`config.mk`:
```
export PLATFORM = sky130hd
export DESIGN_NAME = port_group_gpio_control
export DESIGN_NICKNAME = d
export VERILOG_FILES = /design/src/verilog/port_group_gpio_control.v
export VERILOG_INCLUDE_DIRS = /design/src /design/src/verilog
export SDC_FILE = /design/constraint.sdc
export NUM_CORES = 1
export LEC_CHECK = 0
export ABC_AREA = 1
export BUFFER_PORTS_ARGS = -buffer_cell sky130_fd_sc_hd__buf_2
export CAP_MARGIN = 10
export CORE_MARGIN = 10
export CORE_UTILIZATION = 50
export CTS_CLUSTER_SIZE = 25
export DETAILED_ROUTE_END_ITERATION = 12
export GPL_TIMING_DRIVEN = 0
export PLACE_DENSITY = 0.79
export SYNTH_ARGS = -nofsm -noshare
export SYNTH_HDL_FRONTEND = slang
export SYNTH_SLANG_ARGS = --single-unit
```
`constraint.sdc`:
```
create_clock -name clk_sys -period 6.5 [get_ports clk_sys]
set_clock_uncertainty 0.05 [all_clocks]
set_input_delay 1.3 -clock clk_sys [delete_from_list [all_inputs] [get_ports clk_sys]]
set_output_delay 1.3 -clock clk_sys [all_outputs]
set_load 0.02 [all_outputs]
```
`src/verilog/port_group_consts.vh`:
```
`ifndef PORT_GROUP_CONSTS_VH
`define PORT_GROUP_CONSTS_VH
// Register byte addresses
`define ADDR_PIN_DATA      8'h00
`define ADDR_DIR_ENABLE    8'h04
`define ADDR_PULL_CONTROL  8'h08
`define ADDR_IRQ_FLAGS     8'h0C
`define ADDR_IRQ_CONTROL   8'h10
`define ADDR_DEBOUNCE_EN   8'h14
`define ADDR_FUNC_MODE     8'h18
`define ADDR_FUNC_MUX      8'h1C
`define ADDR_CLOCK_CONTROL 8'h20
`define ADDR_GROUP_SUMMARY 8'h24
// Clock control fields
`define CLK_SRC_LSB        0
`define CLK_KEY_LSB        2
`define CLK_DIV_LSB        4
`define CLK_DBG_BIT        8
`define CLK_CTRL_MASK      16'h01FF
// Summary register
`define SUMMARY_MASK       16'h1FFE
// Reset values
`define RESET_WORD16       16'h0000
`define RESET_BYTE         8'h00
// Key reset settings
`define KEY_OFF            2'h0
`define KEY_PINS_1_0       2'h1
`define KEY_PINS_2_0       2'h2
`define KEY_PINS_3_0       2'h3
// Filter timing: count value at which a stable level is taken
`define FILT_LAST_COUNT    2'h2
// AXI responses
`define RESP_OKAY          2'h0
`define RESP_SLVERR        2'h2
`endif

```
`src/verilog/port_group_gpio_control.v`:
```
// ---------------------------------------------------------------------------
// ---------------------------------------------------------------------------
`timescale 1ns/10ps
`include "port_group_consts.vh"

module port_group_gpio_control (
  input  wire        clk_sys,
  input  wire        rst,
  input  wire        clk_en,
  input  wire [7:0]  awaddr,
  input  wire        awvalid,
  output wire        awready,
  input  wire [31:0] wdata,
  input  wire [3:0]  wstrb,
  input  wire        wvalid,
  output wire        wready,
  output reg  [1:0]  bresp,
  output reg         bvalid,
  input  wire        bready,
  input  wire [7:0]  araddr,
  input  wire        arvalid,
  output wire        arready,
  output reg  [31:0] rdata,
  output reg  [1:0]  rresp,
  output reg         rvalid,
  input  wire        rready,
  input  wire [7:0]  pin_in,
  output wire [7:0]  pin_out,
  output wire [7:0]  pin_oe,
  output wire [7:0]  pull_up_en,
  output wire [7:0]  pull_down_en,
  input  wire [7:0]  periph_out,
  input  wire [7:0]  periph_oe,
  output wire [7:0]  periph_in,
  output wire [7:0]  periph_active,
  output wire [15:0] pin_function_field,
  input  wire [3:0]  filter_clock_ticks,
  input  wire        debug_mode,
  input  wire [11:0] other_group_pending,
  output wire        port_irq,
  output wire        key_reset_req,
  output wire [1:0]  filter_clock_source,
  output wire        filter_clock_run
);

  // -------------------------------------------------------------------------
  // Registers
  // -------------------------------------------------------------------------
  reg  [7:0]  output_level_bits_q;
  reg  [7:0]  input_enable_bits_q;
  reg  [7:0]  output_enable_bits_q;
  reg  [7:0]  pull_direction_select_q;
  reg  [7:0]  pull_enable_bits_q;
  reg  [7:0]  pin_irq_flag_q;
  reg  [7:0]  irq_edge_select_q;
  reg  [7:0]  pin_irq_enable_q;
  reg  [7:0]  debounce_enable_q;
  reg  [7:0]  peripheral_select_bit_q;
  reg  [15:0] port_function_mux_q;
  reg  [8:0]  port_clock_control_q;
  reg  [7:0]  pin_sync1_q;
  reg  [7:0]  pin_sync2_q;
  wire [7:0]  filt_q;
  reg  [2:0]  primed_q;
  reg  [15:0] fn_field;
  reg  [7:0]  level_q;
  reg  [7:0]  prev_level_q;
  reg  [14:0] div_cnt_q;
  reg  [7:0]  input_level_bits_q;
  reg  [7:0]  aw_addr_q;
  reg         aw_held_q;
  reg  [31:0] w_data_q;
  reg  [3:0]  w_strb_q;
  reg         w_held_q;

  wire [7:0]  gpio_mode = ~peripheral_select_bit_q;
  wire [3:0]  filter_clock_divider = port_clock_control_q[`CLK_DIV_LSB+3:`CLK_DIV_LSB];
  wire [1:0]  key_reset_config = port_clock_control_q[`CLK_KEY_LSB+1:`CLK_KEY_LSB];
  wire        debug_clock_run = port_clock_control_q[`CLK_DBG_BIT];
  integer     i;

  // -------------------------------------------------------------------------
  // Pin drive and pulls
  // -------------------------------------------------------------------------
  assign periph_active      = peripheral_select_bit_q;
  assign pin_function_field = fn_field;
  assign pin_out = (gpio_mode & output_level_bits_q) | (peripheral_select_bit_q & periph_out);
  assign pin_oe  = (gpio_mode & output_enable_bits_q) | (peripheral_select_bit_q & periph_oe);
  assign pull_up_en   = gpio_mode & ~output_enable_bits_q & pull_enable_bits_q &
                        pull_direction_select_q;
  assign pull_down_en = gpio_mode & ~output_enable_bits_q & pull_enable_bits_q &
                        ~pull_direction_select_q;
  assign periph_in    = pin_sync2_q & peripheral_select_bit_q;

  // -------------------------------------------------------------------------
  // Filter clock: source routed out, divider builds the sampling tick
  // -------------------------------------------------------------------------
  assign filter_clock_source = port_clock_control_q[`CLK_SRC_LSB+1:`CLK_SRC_LSB];
  assign filter_clock_run = ~debug_mode | debug_clock_run;
  wire src_tick = filter_clock_ticks[filter_clock_source] & filter_clock_run;
  reg  [14:0] div_limit;
  always @* begin
    if (filter_clock_divider == 4'hF || filter_clock_divider == 4'h0)
      div_limit = 15'h0000;
    else
      div_limit = (15'h0001 << filter_clock_divider) - 15'h0001;
  end
  wire filt_tick = src_tick & (div_cnt_q >= div_limit);

  // -------------------------------------------------------------------------
  // Input path
  // -------------------------------------------------------------------------
  always @* begin
    for (i = 0; i < 8; i = i + 1) begin
      level_q[i] = debounce_enable_q[i] ? filt_q[i] : pin_sync2_q[i];
      fn_field[2*i +: 2] = peripheral_select_bit_q[i] ? port_function_mux_q[2*i +: 2] : 2'h0;
    end
  end
  wire [7:0] input_view = level_q & input_enable_bits_q & gpio_mode;
  wire [7:0] edge_seen = {8{primed_q[2]}} & gpio_mode &
                         ((irq_edge_select_q & prev_level_q & ~level_q) |
                          (~irq_edge_select_q & ~prev_level_q & level_q));
  wire group_pending = |(pin_irq_flag_q & pin_irq_enable_q);
  assign port_irq = group_pending;
  assign key_reset_req = (key_reset_config == `KEY_PINS_3_0) ? ~|level_q[3:0] :
                         (key_reset_config == `KEY_PINS_2_0) ? ~|level_q[2:0] :
                         (key_reset_config == `KEY_PINS_1_0) ? ~|level_q[1:0] : 1'b0;

  // -------------------------------------------------------------------------
  // Bus handshake
  // -------------------------------------------------------------------------
  assign awready = ~aw_held_q & ~bvalid;
  assign wready  = ~w_held_q & ~bvalid;
  assign arready = ~rvalid;
  wire        do_write = aw_held_q & w_held_q & ~bvalid;
  wire [15:0] wd = {w_strb_q[1] ? w_data_q[15:8] : 8'h00, w_strb_q[0] ? w_data_q[7:0] : 8'h00};
  wire [1:0]  wm = w_strb_q[1:0];
  wire        wr_hit = (aw_addr_q[1:0] == 2'h0) && (aw_addr_q[7:2] <= 6'h08);

  // -------------------------------------------------------------------------
  // Pin synchroniser and input read-back
  // -------------------------------------------------------------------------
  // Only the second stage feeds logic; primed_q masks edges until history is valid
  always @(posedge clk_sys) begin
    if (rst) begin
      pin_sync1_q        <= `RESET_BYTE;
      pin_sync2_q        <= `RESET_BYTE;
      prev_level_q       <= `RESET_BYTE;
      input_level_bits_q <= `RESET_BYTE;
      primed_q           <= 3'h0;
    end else if (clk_en) begin
      pin_sync1_q        <= pin_in;
      pin_sync2_q        <= pin_sync1_q;
      prev_level_q       <= level_q;
      input_level_bits_q <= input_view;
      primed_q           <= {primed_q[1:0], 1'b1};
    end
  end

  // -------------------------------------------------------------------------
  // Filter clock divider
  // -------------------------------------------------------------------------
  always @(posedge clk_sys) begin
    if (rst)
      div_cnt_q <= 15'h0000;
    else if (clk_en && src_tick)
      div_cnt_q <= filt_tick ? 15'h0000 : div_cnt_q + 15'h0001;
  end

  // -------------------------------------------------------------------------
  // Chattering filter, one lane per pin
  // -------------------------------------------------------------------------
  // A new level is taken once it has stood for three filter ticks
  genvar g;
  generate
    for (g = 0; g < 8; g = g + 1) begin : filt_lane
      reg       hold_q;
      reg       cand_q;
      reg [1:0] count_q;
      always @(posedge clk_sys) begin
        if (rst) begin
          hold_q  <= 1'b0;
          cand_q  <= 1'b0;
          count_q <= 2'h0;
        end else if (clk_en) begin
          if (pin_sync2_q[g] == hold_q) begin
            count_q <= 2'h0;
          end else if (pin_sync2_q[g] != cand_q) begin
            cand_q  <= pin_sync2_q[g];
            count_q <= 2'h0;
          end else if (filt_tick) begin
            if (count_q == `FILT_LAST_COUNT)
              hold_q <= pin_sync2_q[g];
            else
              count_q <= count_q + 2'h1;
          end
        end
      end
      assign filt_q[g] = hold_q;
    end
  endgenerate

  // -------------------------------------------------------------------------
  // Write handshake
  // -------------------------------------------------------------------------
  // Address and data are held separately, so either may arrive first
  always @(posedge clk_sys) begin
    if (rst) begin
      aw_addr_q <= 8'h00;
      aw_held_q <= 1'b0;
      w_data_q  <= 32'h0000_0000;
      w_strb_q  <= 4'h0;
      w_held_q  <= 1'b0;
      bvalid    <= 1'b0;
      bresp     <= `RESP_OKAY;
    end else if (clk_en) begin
      if (awvalid && awready) begin
        aw_addr_q <= awaddr;
        aw_held_q <= 1'b1;
      end
      if (wvalid && wready) begin
        w_data_q <= wdata;
        w_strb_q <= wstrb;
        w_held_q <= 1'b1;
      end
      if (bvalid && bready)
        bvalid <= 1'b0;
      if (do_write) begin
        aw_held_q <= 1'b0;
        w_held_q  <= 1'b0;
        bvalid    <= 1'b1;
        bresp     <= wr_hit ? `RESP_OKAY : `RESP_SLVERR;
      end
    end
  end

  // -------------------------------------------------------------------------
  // Register writes
  // -------------------------------------------------------------------------
  always @(posedge clk_sys) begin
    if (rst) begin
      output_level_bits_q     <= `RESET_BYTE;
      input_enable_bits_q     <= `RESET_BYTE;
      output_enable_bits_q    <= `RESET_BYTE;
      pull_direction_select_q <= `RESET_BYTE;
      pull_enable_bits_q      <= `RESET_BYTE;
      pin_irq_flag_q          <= `RESET_BYTE;
      irq_edge_select_q       <= `RESET_BYTE;
      pin_irq_enable_q        <= `RESET_BYTE;
      debounce_enable_q       <= `RESET_BYTE;
      peripheral_select_bit_q <= `RESET_BYTE;
      port_function_mux_q     <= `RESET_WORD16;
      port_clock_control_q    <= 9'h000;
    end else if (clk_en) begin
      pin_irq_flag_q <= pin_irq_flag_q | edge_seen;
      if (do_write) begin
        case (aw_addr_q)
          `ADDR_PIN_DATA: begin
            if (wm[1]) output_level_bits_q <= wd[15:8];
          end
          `ADDR_DIR_ENABLE: begin
            if (wm[1]) input_enable_bits_q  <= wd[15:8];
            if (wm[0]) output_enable_bits_q <= wd[7:0];
          end
          `ADDR_PULL_CONTROL: begin
            if (wm[1]) pull_direction_select_q <= wd[15:8];
            if (wm[0]) pull_enable_bits_q      <= wd[7:0];
          end
          `ADDR_IRQ_FLAGS: begin
            if (wm[0]) pin_irq_flag_q <= (pin_irq_flag_q & ~wd[7:0]) | edge_seen;
          end
          `ADDR_IRQ_CONTROL: begin
            if (wm[1]) irq_edge_select_q <= wd[15:8];
            if (wm[0]) pin_irq_enable_q  <= wd[7:0];
          end
          `ADDR_DEBOUNCE_EN: begin
            if (wm[0]) debounce_enable_q <= wd[7:0];
          end
          `ADDR_FUNC_MODE: begin
            if (wm[0]) peripheral_select_bit_q <= wd[7:0];
          end
          `ADDR_FUNC_MUX: begin
            if (wm[1]) port_function_mux_q[15:8] <= wd[15:8];
            if (wm[0]) port_function_mux_q[7:0]  <= wd[7:0];
          end
          `ADDR_CLOCK_CONTROL: begin
            if (wm[1]) port_clock_control_q[8]   <= wd[8];
            if (wm[0]) port_clock_control_q[7:0] <= wd[7:0];
          end
          default: begin
          end
        endcase
      end
    end
  end

  // -------------------------------------------------------------------------
  // Read data
  // -------------------------------------------------------------------------
  // Read data is captured once and stands until it is accepted
  always @(posedge clk_sys) begin
    if (rst) begin
      rvalid <= 1'b0;
      rresp  <= `RESP_OKAY;
      rdata  <= 32'h0000_0000;
    end else if (clk_en) begin
      if (rvalid && rready)
        rvalid <= 1'b0;
      if (arvalid && arready) begin
        rvalid <= 1'b1;
        rresp  <= `RESP_OKAY;
        rdata  <= 32'h0000_0000;
        case (araddr)
          `ADDR_PIN_DATA:      rdata[15:0] <= {output_level_bits_q, input_level_bits_q};
          `ADDR_DIR_ENABLE:    rdata[15:0] <= {input_enable_bits_q, output_enable_bits_q};
          `ADDR_PULL_CONTROL:  rdata[15:0] <= {pull_direction_select_q, pull_enable_bits_q};
          `ADDR_IRQ_FLAGS:     rdata[15:0] <= {8'h00, pin_irq_flag_q};
          `ADDR_IRQ_CONTROL:   rdata[15:0] <= {irq_edge_select_q, pin_irq_enable_q};
          `ADDR_DEBOUNCE_EN:   rdata[15:0] <= {8'h00, debounce_enable_q};
          `ADDR_FUNC_MODE:     rdata[15:0] <= {8'h00, peripheral_select_bit_q};
          `ADDR_FUNC_MUX:      rdata[15:0] <= port_function_mux_q;
          `ADDR_CLOCK_CONTROL: rdata[15:0] <= {7'h00, port_clock_control_q} & `CLK_CTRL_MASK;
          `ADDR_GROUP_SUMMARY: rdata[15:0] <= {3'h0, other_group_pending, group_pending};
          default:             rresp <= `RESP_SLVERR;
        endcase
      end
    end
  end

endmodule // port_group_gpio_control

```
# Word level (Yosys, flattened, before mapping)
# Index checks and enable logic that the tools add are counted.
[totals]
regBits = 237
latch_bits = 0
mem_bits_rw = 0
mem_bits_ro = 0
inputBits = 101
out_inout_bits = 110
elab_cells = 327
memories = 0
[op_classes]
add_sub_neg = 10
mul = 0
n_div = 0
magnitude_cmp = 3
eq_ne = 53
shifts = 1
n_mux = 70
bitwise = 59
reduce_logical = 77
[ops]
columns = ["cell", "n"]
rows = [
  ["16-bit one-hot mux with 10 select lines", 1],
  ["8-bit bitwise AND", 19],
  ["2-bit 2-to-1 mux", 42],
  ["8-bit by 5-bit == test with 1-bit output (second input constant)", 8],
  ["8-bit inverter", 7],
  ["4-bit AND reduction", 13],
  ["3-bit AND reduction", 16],
  ["8-bit OR", 5],
  ["5-bit AND reduction", 8],
  ["8-bit by 4-bit == test with 1-bit output (second input constant)", 4],
  ["8-bit 2-to-1 mux", 4],
  ["15-bit 2-to-1 mux", 2],
  ["8-bit by 6-bit == test with 1-bit output (second input constant)", 3],
  ["3-bit != test (second input constant)", 8],
  ["3-bit nonzero test", 8],
  ["1-bit inverter", 21],
  ["2-bit == test (second input constant)", 10],
  ["1-bit 2-to-1 mux", 20],
  ["2-bit by 1-bit adder with 2-bit output (second input constant)", 8],
  ["8-bit by 3-bit == test with 1-bit output (second input constant)", 2],
  ["8-bit zero test", 2],
  ["2-bit AND reduction", 8],
  ["15-bit by 1-bit adder with 15-bit output (second input constant)", 1],
  ["15-bit >= comparator", 1],
  ["other kinds (22)", 52],
]

# Logic depth before layout (Yosys ltp)
[depth]
depth_word = 9
depth_mapped = 22
mapped_depth_nobuf = 21

# Worst setup path before layout
# OpenSTA, ideal clock, no wires.
[synth_path]
path_type = "input port to output port"
startpoint = "input periph_out[0]"
endpoint = "output pin_out[0]"
t_arrival_ns = 1.605
t_required_ns = 5.150
slack_ns = 3.545
path_stages = 1
path_buffers = 0
cell_sequence = "mux2_2"
[synth_between]
elab_chain_cells = 2
[synth_lines]
columns = ["element", "line_no", "source"]
rows = [
  ["start: declaration", "port_group_gpio_control.v:32", "input wire [7:0] periph_out,"],
  ["8-bit bitwise AND", "port_group_gpio_control.v:87", "assign pin_out = (gpio_mode & output_level_bits_q) | (peripheral_select_bit_q & periph_out);"],
  ["8-bit OR", "port_group_gpio_control.v:87", ""],
  ["end: declaration", "port_group_gpio_control.v:28", "output wire [7:0] pin_out,"],
]
# Every way passes these cells.

# Worst setup path in the final report
[layout_path]
startpoint = "register peripheral_select_bit_q[5] (netlist: periph_active[5])"
endpoint = "output pin_out[5]"
[layout_between]
elab_chain_cells = 3
elab_cells_between_ends = 4
cone_classes = "4 x bitwise"
[layout_lines]
columns = ["element", "line_no", "source"]
rows = [
  ["start: declaration", "port_group_gpio_control.v:58", "reg [7:0] peripheral_select_bit_q;"],
  ["start signal: assignment", "port_group_gpio_control.v:251", "peripheral_select_bit_q <= `RESET_BYTE;"],
  ["start signal: assignment", "port_group_gpio_control.v:280", "if (wm[0]) peripheral_select_bit_q <= wd[7:0];"],
  ["8-bit inverter", "port_group_gpio_control.v:76", "wire [7:0] gpio_mode = ~peripheral_select_bit_q;"],
  ["8-bit bitwise AND", "port_group_gpio_control.v:87", ""],
  ["8-bit OR (*)", "port_group_gpio_control.v:87", ""],
]
# Mark *: on every way between the ends. The rest lies on a longest branch, timed or not.

==> summary.txt <==
Placed design
  • HPWL after detailed placement: around 33 mm
  • RePlAce Congestion: around 1
  • Placed standard-cell area: 13450 µm²
  • Number of buffers inserted by port buffering: roughly 170

Cells and area
  • Share of final-layout standard cells stronger than drive strength 1: 0.1660
  • Fill cell total of the finished layout: between 2000 and 2500
  • Cell area after layout: 14250 µm²
  • Area growth, synth to finish: 17.56%
  • Diodes inserted: 0
  • Fin nets: around 2100

Logic synthesis
  • Number of distinct library cells after synthesis: 51
  • Cell Area, Synth: about 12000 µm²
  • Cells taking the most area after synthesis: sky130_fd_sc_hd__dfxtp_1 (39%), sky130_fd_sc_hd__nand2_1 (9.8%), sky130_fd_sc_hd__o21ai_0 (9.3%), sky130_fd_sc_hd__a21oi_1 (8.3%), sky130_fd_sc_hd__inv_1 (7.8%)
  • Fraction of synthesis flops using an asynchronous set or reset pin: 0
  • Post-synthesis sequential area ratio: 0.3881
  • Mean Syn Cell Area: 6.879 µm²
  • Predominant post-synthesis flop cell: sky130_fd_sc_hd__dfxtp_1
  • Gate count after technology mapping: 1762
  • Number of synthesized register bits: ~240
  • Portion of synthesized cell area occupied by the leading cell type: 0.3881
  • Cell with the most instances after synthesis: sky130_fd_sc_hd__nand2_1
  • Total number of yosys warnings: 0
  • Commonest cells post-synth: sky130_fd_sc_hd__nand2_1 (316), sky130_fd_sc_hd__inv_1 (253), sky130_fd_sc_hd__dfxtp_1 (235), sky130_fd_sc_hd__o21ai_0 (226), sky130_fd_sc_hd__a21oi_1 (202)
  • Cell taking the most area after synthesis: sky130_fd_sc_hd__dfxtp_1
  • Post-synth EDFFs: 0

Clock tree
  • CTS tree: yes
  • Clock latency of the later-clocked register in the worst-skew pair: ~0.53 ns
  • Clock transition at path regs: roughly 0.06 ns
  • Cell at the root of the clock tree: sky130_fd_sc_hd__clkbuf_16
  • Buffers inserted during post-CTS setup optimization: 0
  • CTS Sinks: between 200 and 250
  • Post-CTS Hold Fix Bufs: 0
  • Number of buffers created by CTS: 25
  • # H-tree levels: 1
  • CTS Buffer Depth: 3
  • Post-cts sizing count: 0

Worst setup path
  • R2r setup slk: approximately 3.3 ns
  • Worst Path Arrival: 2.26 ns
  • Critical Path Start Type: flop
  • Critical path's largest stage delay: between 0.8 and 0.9 ns
  • Required time at the endpoint of the critical path: 5.15 ns
  • Slowest stage cell, crit path: sky130_fd_sc_hd__clkbuf_1
  • Critical path peak fanout: 10
  • Worst reg-to-reg path cell count: 19
  • Cell breakdown of the critical path: clkbuf_1 > mux2_2 > buf_2
  • Critical path endpoint category: primary output
  • Crit path launch: periph_active[5]$_SDFFE_PP0P_
  • Critical Setup Path Class: reg2out
  • Crit Reg-Reg Startpoint: port_clock_control_q[7]$_SDFFE_PP0P_
  • RR Endpoint: filt_lane[1].count_q[0]$_SDFFE_PP0P_
  • End point of the critical path: pin_out[5]

Power and ir drop
  • Power density over the cells: between 200 and 250 nW/µm²
  • Final Total Pwr: between 0.003 and 0.004 W
  • Max rail drop VDD: 0.2007 mV
  • Leak pwr: 6.369 nW

STA
  • Tightest Pin Transition: 1.077 ns
  • Final setup violation count: 0
  • Share of the clock period used by the worst path after layout: 0.5556
  • Max-slew headroom at the worst pin: 0.2819
  • Final hold violation count: 0
  • RSZ-0062 raised after global routing: false
  • Total negative setup slack: 0 ns
  • Max-slew violation count: 0
  • Achievable Freq: roughly 280 MHz
  • Tmin final: 3.611 ns

Drt
  • Drt drc: 0
  • Antenna viol nets, final: 0
  • Initial detailed-routing violation count: ~1400
  • Initial DRT Pass Iterations: 6
  • Number of vias after detailed routing: 12720
  • Vias per std cell: 5.498
  • Drt total wl: 42.73 mm
  • Mean routed wirelength per cell: ~18 µm

Die
  • Chip height: approximately 180 µm
  • Site Rows: 56
  • Starting utilization of the core area: 0.5118
  • Horizontal extent of the die: between 150 and 200 µm
  • Boundary pin count: ~210
  • Placeable core area: 23680 µm²
  • Die area: a little over 30000 µm²

Global route
  • Number of global-route vias before repair: 11900
  • Antenna violations before repair: 0
  • Total Routing Usage GR: 0.2626
  • Grt total ovfl: 0
  • Pin count of the biggest net entering global routing: 14
  • Global-route wire length before repair: approximately 65 mm

Run
  • Maxcap violations: 0

Status
  • Status: finished clean

Min path
  • Type of the most critical hold path: reg2reg
## layout make-up
type                       instances  area [µm²]  share of cell area
multi-input combinational       1185        5989              0.4203
sequential                       235        4705              0.3301
inverter                         265       994.7             0.06980
timing repair buffer             173       865.8             0.06076
clock buffer                      34       709.4             0.04978
buffer                            94       496.7             0.03486
tap                              319       399.1             0.02801
clock inverter                     8       90.09            0.006322
## worst max-delay path, delay by kind of cell (launching register included)
kind                   cells  cell delay (ns)
buffers and inverters      2             0.97
DFF                        1             0.34
muxes                      1             0.41
## cells by family (layout without fill, tap and decap cells)
logic type | count (synthesis) | count (layout) | share of synthesized area
buffers and inverters | 359 | 574 | 0.1230
AOI/OAI and AO/OA | 496 | 496 | 0.2187
and+or+nand+nor | 624 | 624 | 0.2275
muxes | 3 | 3 | 0.002787
xor gates and xnor gates | 19 | 19 | 0.01373
other | 1 | 18 | 0.0003094
adders and majority gates | 25 | 25 | 0.02581
DFF | 235 | 235 | 0.3881
## sequential cells by signal (all words and copies together), names as in the netlist, 8 cells and up
signal / cells
w_data_q: 16
pin_sync2_q: 8
port_function_mux_q: 16
irq_edge_select_q: 8
filt_lane.cand_q: 8
input_enable_bits_q: 8
div_cnt_q: 15
input_level_bits_q: 8
filt_lane.hold_q: 8
prev_level_q: 8
pull_direction_select_q: 8
filt_lane.count_q: 16
pin_sync1_q: 8
rdata: 16
debounce_enable_q: 8
periph_active: 8
pin_irq_enable_q: 8
output_level_bits_q: 8
pin_irq_flag_q: 8
port_clock_control_q: 9
output_enable_bits_q: 8
pull_enable_bits_q: 8
aw_addr_q: 8
## power breakdown
part | internal [W] | switching [W] | total (W)
combinational | 0.0000936 | 0.000188 | 0.000282
clock | 0.000836 | 0.000591 | 0.00143
sequential | 0.00148 | 0.0000429 | 0.00152
## cell usage in the layout, fill, tap and decap left out, types with 4 or more instances in the layout
cell type / instances
sky130_fd_sc_hd__nand2_1: 316
sky130_fd_sc_hd__inv_1: 253
sky130_fd_sc_hd__dfxtp_1: 235
sky130_fd_sc_hd__o21ai_0: 226
sky130_fd_sc_hd__a21oi_1: 202
sky130_fd_sc_hd__buf_2: 192
sky130_fd_sc_hd__nor2_1: 155
sky130_fd_sc_hd__nand3_1: 79
sky130_fd_sc_hd__clkbuf_1: 46
sky130_fd_sc_hd__ha_1: 25
sky130_fd_sc_hd__clkbuf_16: 25
sky130_fd_sc_hd__buf_4: 22
sky130_fd_sc_hd__o21ai_1: 19
sky130_fd_sc_hd__conb_1: 18
sky130_fd_sc_hd__inv_2: 12
sky130_fd_sc_hd__nand2_2: 11
sky130_fd_sc_hd__xnor2_1: 10
sky130_fd_sc_hd__a211oi_1: 10
sky130_fd_sc_hd__nand4_1: 10
sky130_fd_sc_hd__nor3_1: 9
sky130_fd_sc_hd__xor2_1: 9
sky130_fd_sc_hd__or2_2: 8
sky130_fd_sc_hd__nand3b_1: 8
sky130_fd_sc_hd__o22ai_1: 8
sky130_fd_sc_hd__o211ai_1: 7
sky130_fd_sc_hd__a21oi_2: 7
sky130_fd_sc_hd__buf_1: 6
sky130_fd_sc_hd__clkinv_2: 6
sky130_fd_sc_hd__nor2_4: 5
sky130_fd_sc_hd__buf_6: 5
sky130_fd_sc_hd__nor3_2: 5
sky130_fd_sc_hd__clkbuf_8: 5
sky130_fd_sc_hd__o22ai_2: 4
## worst min path at each step
stage,depth (start not counted),end,slack [ns],from
2_1_floorplan,2,aw_addr_q[6]$_SDFFE_PP0P_,0.37,aw_addr_q[6]$_SDFFE_PP0P_
3_3_place_gp,2,aw_addr_q[6]$_SDFFE_PP0P_,0.38,aw_addr_q[6]$_SDFFE_PP0P_
3_5_place_dp,2,aw_addr_q[7]$_SDFFE_PP0P_,0.40,aw_addr_q[7]$_SDFFE_PP0P_
4_1_cts,2,aw_addr_q[7]$_SDFFE_PP0P_,0.41,aw_addr_q[7]$_SDFFE_PP0P_
5_1_grt,2,pin_irq_enable_q[5]$_SDFFE_PP0P_,0.43,pin_irq_enable_q[5]$_SDFFE_PP0P_
6_report,2,aw_addr_q[0]$_SDFFE_PP0P_,0.41,aw_addr_q[0]$_SDFFE_PP0P_
## per-layer routing
metal / global-route usage / vias to the layer above / share of wire
li1: - / 6101 / -
met1: 0.3392 / 5860 / 0.41
met2: 0.4218 / 662 / 0.45
met3: 0.05855 / 93 / 0.11
met4: 0.09184 / 0 / 0.034
met5: 0 / - / 0
## metrics by stage
step	hold slack, ns	setup slack [ns]	utilization	std cells
floorplan	0.3737	3.545	-	1779
global placement	0.3828	3.353	0.5679	2271
detailed placement	0.3957	3.274	0.5679	2271
CTS	0.4056	2.967	0.6017	2313
global route	0.4331	2.845	0.6017	2313
finish	0.4105	2.889	0.6017	2313
(Power assumes the default switching activity.)
